$ cat config.mk
export PLATFORM = sky130hd
export DESIGN_NAME = fru_unary_ops
export DESIGN_NICKNAME = d
export VERILOG_FILES = /design/src/verilog/fru_pkg.sv /design/src/verilog/fru_data_mem.sv /design/src/verilog/fru_unary_ops.sv
export SDC_FILE = /design/constraint.sdc
export NUM_CORES = 1
export LEC_CHECK = 0
export BUFFER_PORTS_ARGS = -buffer_cell sky130_fd_sc_hd__clkbuf_2
export CAP_MARGIN = 20
export CORE_UTILIZATION = 60
export DETAILED_ROUTE_END_ITERATION = 12
export PLACE_DENSITY_LB_ADDON = 0.05
export SYNTH_ARGS = -nofsm -noshare
export SYNTH_HDL_FRONTEND = slang
export SYNTH_SLANG_ARGS = --single-unit
export TNS_END_PERCENT = 100
$ cat constraint.sdc
create_clock -name clk -period 10.4 [get_ports clk]
set_input_delay 2.08 -clock clk [delete_from_list [all_inputs] [get_ports clk]]
set_output_delay 2.08 -clock clk [all_outputs]
set_load 0.01 [all_outputs]
$ cat src/verilog/fru_pkg.sv
// Package for the single-operand data-memory execution datapath.
// Assumes one instruction clock and a synchronous active-high core reset.
package fru_pkg;

	localparam int FRU_DATA_W = 8;
	localparam int FRU_ADDR_W = 7;
	localparam int FRU_MEM_DEPTH = 128;
	localparam logic [7:0] FRU_ZERO_BYTE = 8'h00;
	localparam logic [7:0] FRU_ONE_BYTE = 8'h01;
	localparam logic [7:0] FRU_ACC_RESET = 8'h00;
	localparam logic FRU_ZERO_FLAG_RESET = 1'b0;
	localparam logic FRU_DEST_ACC = 1'b0;
	localparam logic FRU_DEST_LOC = 1'b1;

	typedef enum logic [2:0] {
		FRU_OP_NONE,
		FRU_OP_COMPLEMENT_LOCATION,
		FRU_OP_CLEAR_LOCATION,
		FRU_OP_CLEAR_ACCUMULATOR,
		FRU_OP_DECREMENT_LOCATION,
		FRU_OP_DECREMENT_SKIP_ZERO,
		FRU_OP_INCREMENT_SKIP_ZERO
	} fru_op_t;

	typedef struct packed {
		fru_op_t op;
		logic [6:0] addr;
		logic dest;
	} fru_instr_t;

	typedef struct packed {
		logic acc_we;
		logic loc_we;
		logic [6:0] addr;
		logic [7:0] data;
	} fru_wb_t;

endpackage : fru_pkg

$ cat src/verilog/fru_data_mem.sv
// Data memory of 128 bytes, registered read, one write port.
// Assumes read and write addresses come from the same clock domain.
`timescale 1ns/1ps
`default_nettype none
module fru_data_mem (
	input wire logic clk,
	input wire logic we,
	input wire logic [fru_pkg::FRU_ADDR_W-1:0] waddr,
	input wire logic [fru_pkg::FRU_DATA_W-1:0] wdata,
	input wire logic [fru_pkg::FRU_ADDR_W-1:0] raddr,
	output logic [fru_pkg::FRU_DATA_W-1:0] rdata
);
	import fru_pkg::*;

	logic [FRU_DATA_W-1:0] mem [FRU_MEM_DEPTH];

	always_ff @(posedge clk) begin
		if (we) begin
			mem[waddr] <= wdata;
		end
	end

	// No write-through: a same-cycle write shows on the next read
	always_ff @(posedge clk) begin
		rdata <= mem[raddr];
	end
endmodule // fru_data_mem
`default_nettype wire

$ cat src/verilog/fru_unary_ops.sv
// Execution datapath for single-operand data-memory instructions.
// Assumes the decoder presents one instruction per cycle with instr_valid,
// and that the sequencer honours skip_next by issuing a no-operation.
//
// Summary of operation
// - Complement invert location, update zero flag
// - Destination bit: 0 accumulator, 1 location
// - Clear location writes zero, sets zero flag
// - Decrement location to destination, update zero
// - Clear accumulator to zero, set zero flag
// - Decrement-skip: no flags, skip on zero
// - Increment-skip: no flags, skip on zero
// - Nonzero result no skip; 8-bit wrap
`timescale 1ns/1ps
`default_nettype none
module fru_unary_ops (
	input wire logic clk,
	input wire logic rst,
	input wire logic instr_valid,
	input wire fru_pkg::fru_instr_t instr,
	output fru_pkg::fru_wb_t wb,
	output logic [fru_pkg::FRU_DATA_W-1:0] acc,
	output logic zero_flag,
	output logic skip_next,
	output logic done
);
	import fru_pkg::*;

	////////////////////////////////////////////////////////////////////////
	// Stage 1: issue read, stage 2: execute with registered operand

	fru_instr_t ex_instr;
	logic ex_valid;
	logic [FRU_DATA_W-1:0] operand;
	logic [FRU_DATA_W-1:0] result;
	logic mem_we;

	function automatic logic is_zero(input logic [FRU_DATA_W-1:0] v);
		is_zero = (v == FRU_ZERO_BYTE);
	endfunction

	always_ff @(posedge clk) begin
		if (rst) begin
			ex_valid <= 1'b0;
			ex_instr <= '{op: FRU_OP_NONE, addr: '0, dest: FRU_DEST_ACC};
		end else begin
			ex_valid <= instr_valid;
			ex_instr <= instr;
		end
	end

	fru_data_mem u_mem (
		.clk(clk),
		.we(mem_we),
		.waddr(ex_instr.addr),
		.wdata(result),
		.raddr(instr.addr),
		.rdata(operand)
	);

	////////////////////////////////////////////////////////////////////////
	// Result and steering

	logic to_acc;
	logic to_loc;
	logic upd_zero;
	logic force_zero;
	logic is_skip;

	always_comb begin
		result = operand;
		to_acc = 1'b0;
		to_loc = 1'b0;
		upd_zero = 1'b0;
		force_zero = 1'b0;
		is_skip = 1'b0;
		unique case (ex_instr.op)
			FRU_OP_NONE: begin
			end
			FRU_OP_COMPLEMENT_LOCATION: begin
				result = ~operand;
				upd_zero = 1'b1;
			end
			FRU_OP_CLEAR_LOCATION: begin
				result = FRU_ZERO_BYTE;
				to_loc = 1'b1;
				force_zero = 1'b1;
			end
			FRU_OP_CLEAR_ACCUMULATOR: begin
				result = FRU_ZERO_BYTE;
				to_acc = 1'b1;
				force_zero = 1'b1;
			end
			FRU_OP_DECREMENT_LOCATION: begin
				result = operand - FRU_ONE_BYTE;
				upd_zero = 1'b1;
			end
			FRU_OP_DECREMENT_SKIP_ZERO: begin
				result = operand - FRU_ONE_BYTE;
				is_skip = 1'b1;
			end
			FRU_OP_INCREMENT_SKIP_ZERO: begin
				result = operand + FRU_ONE_BYTE;
				is_skip = 1'b1;
			end
			default: begin
			end
		endcase
		// Clear instructions have fixed targets and FRU_OP_NONE writes nothing; the rest follow dest
		if (!force_zero && ex_instr.op != FRU_OP_NONE) begin
			to_acc = (ex_instr.dest == FRU_DEST_ACC);
			to_loc = (ex_instr.dest == FRU_DEST_LOC);
		end
		if (!ex_valid) begin
			to_acc = 1'b0;
			to_loc = 1'b0;
			upd_zero = 1'b0;
			force_zero = 1'b0;
			is_skip = 1'b0;
		end
	end

	assign mem_we = to_loc;

	////////////////////////////////////////////////////////////////////////
	// Architectural state

	always_ff @(posedge clk) begin
		if (rst) begin
			acc <= FRU_ACC_RESET;
		end else if (to_acc) begin
			acc <= result;
		end
	end

	// Skip instructions leave the flag alone
	always_ff @(posedge clk) begin
		if (rst) begin
			zero_flag <= FRU_ZERO_FLAG_RESET;
		end else if (force_zero) begin
			zero_flag <= 1'b1;
		end else if (upd_zero) begin
			zero_flag <= is_zero(result);
		end
	end

	always_ff @(posedge clk) begin
		if (rst) begin
			skip_next <= 1'b0;
		end else begin
			skip_next <= is_skip && is_zero(result);
		end
	end

	always_ff @(posedge clk) begin
		if (rst) begin
			wb <= '{acc_we: 1'b0, loc_we: 1'b0, addr: '0, data: FRU_ZERO_BYTE};
			done <= 1'b0;
		end else begin
			wb <= '{acc_we: to_acc, loc_we: to_loc, addr: ex_instr.addr, data: result};
			done <= ex_valid;
		end
	end
endmodule // fru_unary_ops
`default_nettype wire

==> results of run 1 <==
state kept, by name (all words and copies together) (netlist names):
signal,cells
ex_valid,1
acc,8
u_mem.rdata,8
ex_instr,11
zero_flag,1
done,1
skip_next,1
wb,17
u_mem.mem,1024
worst register-to-register path: stages (launching register included):
cell and delay (ps):
dfxtp_1 740, nand3_1 440, ha_1 400, a211oi_1 440
o31ai_1 190, a211oi_1 350, xor2_1 190, a311o_2 830
buf_4 870
stage by stage:
stage / utilization, % / cell area [um2]
4_1_cts: 67.5 / 45600
5_1_grt: 67.6 / 45700
2_1_floorplan: - / 41200
6_report: 67.6 / 45700
3_3_place_gp: 62.6 / 42300
3_5_place_dp: 62.6 / 42300
metal layers:
layer,GRT usage (%),up-vias,routed length [um]
met1,40.3,10400,37700
met5,0,-,13
met2,40.5,922,42900
li1,-,8388,-
met4,7.92,2,2150
met3,5.44,140,8440
logic make-up after synthesis:
logic type	count (synthesis)	synth area share (%)
buffers and inverters	121	1.36
adders and majority gates	7	0.231
DFF	1072	76.9
AOI/OAI and AO/OA	197	3.40
xor gates and xnor gates	7	0.149
and+or+nand+nor	277	3.04
muxes	292	14.9
power by group:
part	switching (mW)	internal [mW]
clock	1.56	2.11
sequential	0.0192	4.96
combinational	0.481	0.180
total	2.06	7.25
synthesized netlist by cell type, drive strengths merged, types with 16 or more instances:
cell type	number	area, um2
mux4	256	5770
a221oi	18	158
edfxtp	1024	30700
nand2	34	128
clkbuf	47	176
a211oi	18	135
mux2	16	180
nor2b	33	206
o22ai	41	257
mux2i	20	200
a22o	17	149
dfxtp	48	961
nor2	160	601
a21oi	31	155
buf	60	330
a22oi	32	240
worst max-delay path by stage:
| stage | start | to | slack [ps] | depth (start not counted) |
|---|---|---|---|---|
| floorplan | ex_instr[10] | u_mem.mem[0][0] | 3080 | 4 |
| global placement | instr[1] | u_mem.rdata[6] | 4440 | 7 |
| detailed placement | instr[1] | u_mem.rdata[6] | 4420 | 7 |
| CTS | instr[1] | u_mem.rdata[4] | 5120 | 7 |
| global route | instr[1] | u_mem.rdata[3] | 4810 | 7 |
| finish | instr[1] | u_mem.rdata[4] | 5180 | 7 |
cell type report:
cell class / instances / area [um2] / share of cell area, %
antenna: 1 / 2.50 / 0.00547
clock inverter: 62 / 509 / 1.11
inverter: 14 / 65.1 / 0.142
sequential: 1072 / 31700 / 69.4
multi-input combinational: 780 / 9000 / 19.7
clock buffer: 131 / 2820 / 6.16
tap: 873 / 1090 / 2.39
timing repair buffer: 74 / 518 / 1.13
==> metrics.yaml, run 1 <==
status: "complete, no violations"
r2r_cells: 8
die_w_um: 264
core-area_um2: 67600
worst_pin_slew_ps: 1140
rows: 95
hold_start: "ex_instr[1]"
cp_num_buf_inv: 3
dp_slack_ps: 4420
grt_pass1_vias: 20000
post-cts-setup-buffer-count: 0
globalRouteOverflowTotal: 0
cp-end-kind: "register"
finalPower_mw: 9.31
final_hold_viol_count: 0
synth_cell_types: 54
io_pins: 42
cp_common_cell: "buf_4"
synthCells: 1973
slowest_stage: "buf_4"
ant_nets: 0
whs_endpoint: "wb[8]"
ctsRootBufferMaster: "clkbuf_16"
dpl.cell_count: 2809
hold_class: "register to register"
cts_buffers: 104
p_per_area_nw_per_um2: 204
maxSlewViolCount: 0
cts_resized: 0
synth_nets: 1994
fin_hold_ws_ps: 505
hold_depth: 1
place_congestion: 0.824
drc: 0
drt_iter0_drc: 2202
max_slew_margin_pct: 23.7
dp_hpwl_mm: 52.4
r2r-start: "ex_instr[10]"
power.leakage_nw: 14.3
tns_ps: 0
yosys_warnings: 0
clk_path_buf_depth: 3
fin_cells: 3007
num-fill-cells: 4354
fin_skew_ps: 19.8
r2r_slack_ps: 5580
timing.final.ws_setup_ps: 5180
die_area_um2: 69800
fmax_mhz: 191
setup_viol: 0
worst_setup_path_start_kind: "primary input"
via_per_inst: 6.62
wirelength_mm: 91.2
num_vias: 19900
crit_family: "buffers and inverters"
seq_area_frac_synth_pct: 76.9
cp.required_ps: 10910
clk_latency_ps: 650
syn_area_per_cell_um2: 20.9
fin_crit_ps: 5220
layout_common_cells: "edfxtp_1 (1024), mux4_2 (256), nor2_1 (158), clkbuf_16 (107), dfxtp_1 (48)"
cts_tree: "built"
grt_pass1_wl_mm: 134
synth_edf_count: 1024
wl_per_cell_um: 30.3
crit_chain: "buf_8 -> buf_4 -> buf_4 -> mux4_2 -> a22oi_1 -> a21oi_1 -> or4_1"
peakVddDrop_uv: 148
worstSetupPathType: "primary input to register"
async_reset_ff_share_pct: 0
drv_cap: 0
htree_levels: 3
max_stage_delay_ps: 840
antenna_found_initial: 3
nets: 2067
initial_core_util_pct: 61.0
rsz0062_at_grt: "false"
cts.clk_slew.worst_paths_ps: 60
ys_ff_latch: 1072
numClockSinks: 1072
fin_crit_sh_pct: 50.2
die_y_um: 264
syn_to_final_growth_pct: 10.9
cts_hold_buffers: 0
r2r_end: "u_mem.mem[13][7]"
firstDrtPassIters: 7
cp.arrival_ps: 5730
final_common_cell: "edfxtp_1"
numPortBuffers: 41
ys.flop_type: "edfxtp_1"
syn_area_um2: 41200
path_max_fanout: 54
drive_above_1_share_pct: 24.3
track_usage_pct: 26.8
grt_max_degree: 112
Note: power is estimated with default switching activity, not from simulation.
==> run 2, diff against run 1 <==
Settings changed: ABC_AREA from default to 1, CORE_UTILIZATION 60 to 57.
Clock period 10.4 ns to 4.64 ns, I/O delays scaled along.
==> run 2 against run 1 <==
Cell count increased by 61%. First-iteration DRC count rose by 50%. Sequential cell count did not move. Combinational power rose to 2.7 times the previous value. Critical path depth increased by 5. Setup slack lost 4100 ps. Global-route usage rose by 2.0 points. Wire length grew 23%.
==> metrics.yaml, run 2 <==
status: "complete, no violations"
ys.flop_type: "edfxtp_1"
track_usage_pct: 28.8  # +2.0 points
initial_core_util_pct: 57.9  # -3.1 points
synth_nets: 3792  # +90%
maxSlewViolCount: 0  # unchanged
wl_per_cell_um: 23.2  # -24%
largest_reg_flops: 1024  # unchanged
synth_top_cell_by_area: "edfxtp_1"
place_congestion: 0.854  # +3.6%
insertedDiodeCount: 0  # -1
clk_latency_ps: 690  # +40 ps
die_area_um2: 78600  # +13%
cp_common_cell: "nand2_1"
fin_crit_sh_pct: 76.0
top_regs: "u_mem.mem x1024, wb x17, ex_instr x11"
die_w_um: 280  # +6.1%
nets: 3753  # +82%
yosys_warnings: 0  # unchanged
numPortBuffers: 41  # unchanged
fin_crit_ps: 3520
wirelength_mm: 113  # +23%
globalRouteOverflowTotal: 0  # unchanged
worst_pin_slew_ps: 1130  # -10.8 ps
wl_met2_mm: 54.0  # +26%
fin_skew_ps: 18.1  # -1.72 ps
cts_buffers: 107  # +2.9%
drt_iter0_drc: 3307  # +50%
drive_above_1_share_pct: 7.51  # -17 points
die_y_um: 280  # +6.1%
drt-met1-wl_mm: 47.0  # +25%
largest_register: "u_mem.mem"
hold_class: "primary input to register"
drc: 0  # unchanged
setup_viol: 0  # unchanged
cp.required_ps: 5060  # -5850 ps
tns_ps: 0  # unchanged
max_slew_margin_pct: 24.7  # +1.0 points
cp.arrival_ps: 3950  # -1780 ps
grt_pass1_wl_mm: 169  # +26%
syn_to_final_growth_pct: 9.04
final_hold_viol_count: 0  # unchanged
worstSetupPathType: "register to register"
syn_area_um2: 44200  # +7.1%
rows: 101  # +6.3%
final_common_cell: "nand2_1"
synthCells: 3771  # +91%
worst_setup_path_start_kind: "register"
peakVddDrop_uv: 395  # +170%
htree_levels: 3  # unchanged
grt_pass1_vias: 27500  # +38%
synth_top_area_share_pct: 69.6  # -4.9 points
seq_area_frac_synth_pct: 71.8  # -5.1 points
numClockSinks: 1072  # unchanged
dp_hpwl_mm: 62.5  # +19%
grt_max_degree: 160  # +43%
rsz0062_at_grt: "false"
synth_edf_count: 1024  # unchanged
slowest_stage: "buf_4"
cts_resized: 0  # unchanged
drv_cap: 0  # unchanged
clk_path_buf_depth: 3  # unchanged
p_per_area_nw_per_um2: 445  # +120%
cts_tree: "built"
syn_area_per_cell_um2: 11.7  # -44%
yosysMostFrequentCell: "nand2_1"
ys_ff_latch: 1072  # unchanged
yosys-top-cells-count: "nand2_1 (1192), edfxtp_1 (1024), nand3_1 (976), nor2_1 (176), buf_2 (96)"
path_max_fanout: 86  # +59%
ant_nets: 0  # unchanged
topRoutingLayerUsed: "met4"
num-fill-cells: 6005  # +38%
power.leakage_nw: 17.2  # +20%
layout_common_cells: "nand2_1 (1191), edfxtp_1 (1024), nand3_1 (972), nor2_1 (176), clkbuf_16 (109)"
post-cts-setup-buffer-count: 0  # unchanged
cts.clk_slew.worst_paths_ps: 60  # about the same
synth_cell_types: 32  # -41%
io_pins: 42  # unchanged
crit_chain: "inv_2 -> nand3_1 -> ha_1 -> nand2_1 -> inv_1 -> a21oi_1 -> nand2_1 -> nand2_1 -> nand3_1 -> nand3_4 -> buf_4 -> buf_4"
async_reset_ff_share_pct: 0  # unchanged
firstDrtPassIters: 6  # -1
ctsRootBufferMaster: "clkbuf_16"
via_per_inst: 5.90  # -11%
yosys-top-cells-area: "edfxtp_1 (70%), nand3_1 (11%), nand2_1 (10%), dfxtp_1 (2.2%), buf_6 (1.8%)"
antenna_found_initial: 0  # -3
core-area_um2: 76300  # +13%
cp-end-kind: "register"
fmax_mhz: 284
max_stage_delay_ps: 730  # -110 ps
wl_met3_mm: 8.12  # -3.7%
cts_hold_buffers: 0  # unchanged
num_vias: 28600  # +44%
fin_hold_ws_ps: 470  # -34.9 ps
run 2: cell count changes in the layout (fill, tap and decap cells not counted), moves of 16 or more:
cell,change
nor2b_1,-31
inv_1,+39
a211oi_1,-18
nand2_1,+1157
a22o_1,-17
mux2i_1,-20
nor2_1,+18
nand3_1,+959
mux2_2,-16
a21oi_1,-23
a221oi_1,-18
mux4_2,-256
a22oi_1,-32
o22ai_1,-41
run 2: worst paths after layout:
path / cells after the start / start / slack (ps) / endpoint
setup / recovery: 12 / ex_instr[8] / 1120 / u_mem.mem[49][7]
hold / removal: 3 / instr_valid / 470 / ex_valid
setup reg to reg: 12 / ex_instr[8] / 1120 / u_mem.mem[49][7]
hold reg to reg: 2 / ex_instr[6] / 500 / wb[13]
run 2: final cells by class:
class                           instances  area (um2)  area share, %
Sequential cell                      1072       31700           65.9
Multi-Input combinational cell       2401       10600           22.1
Clock buffer                          140        2890           6.01
Tap cell                             1030        1290           2.68
Timing Repair Buffer                   86         752           1.56
Clock inverter                         61         603           1.25
Inverter                               64         277          0.574
run 2: logic make-up (layout without fill, tap and decap cells):
logic type,after synthesis,after routing,share of synthesized area [%]
buffers and inverters,298,351,4.27
adders and majority gates,7,7,0.215
DFF,1072,1072,71.8
and+or+nand+nor,2371,2371,23.4
AOI/OAI and AO/OA,23,23,0.326
run 2: metal layers:
layer  GRT usage [%]  up-vias
li1                -    13200
met1            40.9    14100
met2            46.6     1182
met3            3.91      207
met4            8.77        0
met5               0        -
run 2: power by group:
group | internal, mW | switching (mW) | total (mW)
Sequential | 11.0 | 0.0346 | 11.1
Clock | 4.91 | 3.66 | 8.58
Combinational | 0.360 | 1.41 | 1.77
run 2: worst max-delay path: cells and delay by family, from the launching register on:
family                     cells  cell delay, ps
AOI/OAI and AO/OA              1             170
adders and majority gates      1             470
buffers and inverters          4            1450
DFF                            1             360
and+or+nand+nor                6             730
run 2: per-stage QoR:
step           worst slack [ps]  cell area (um2)  utilization (%)  cells  power, mW
6_report                   1120            48100             63.1   4854       21.4
5_1_grt                     886            48100             63.1   4854       22.0
4_1_cts                    1160            48100             63.1   4854       21.5
3_5_place_dp               1010            44700             58.5   4653       13.0
3_3_place_gp               1010            44700             58.5   4653       13.0
2_1_floorplan               569            44200                -   3771       12.4
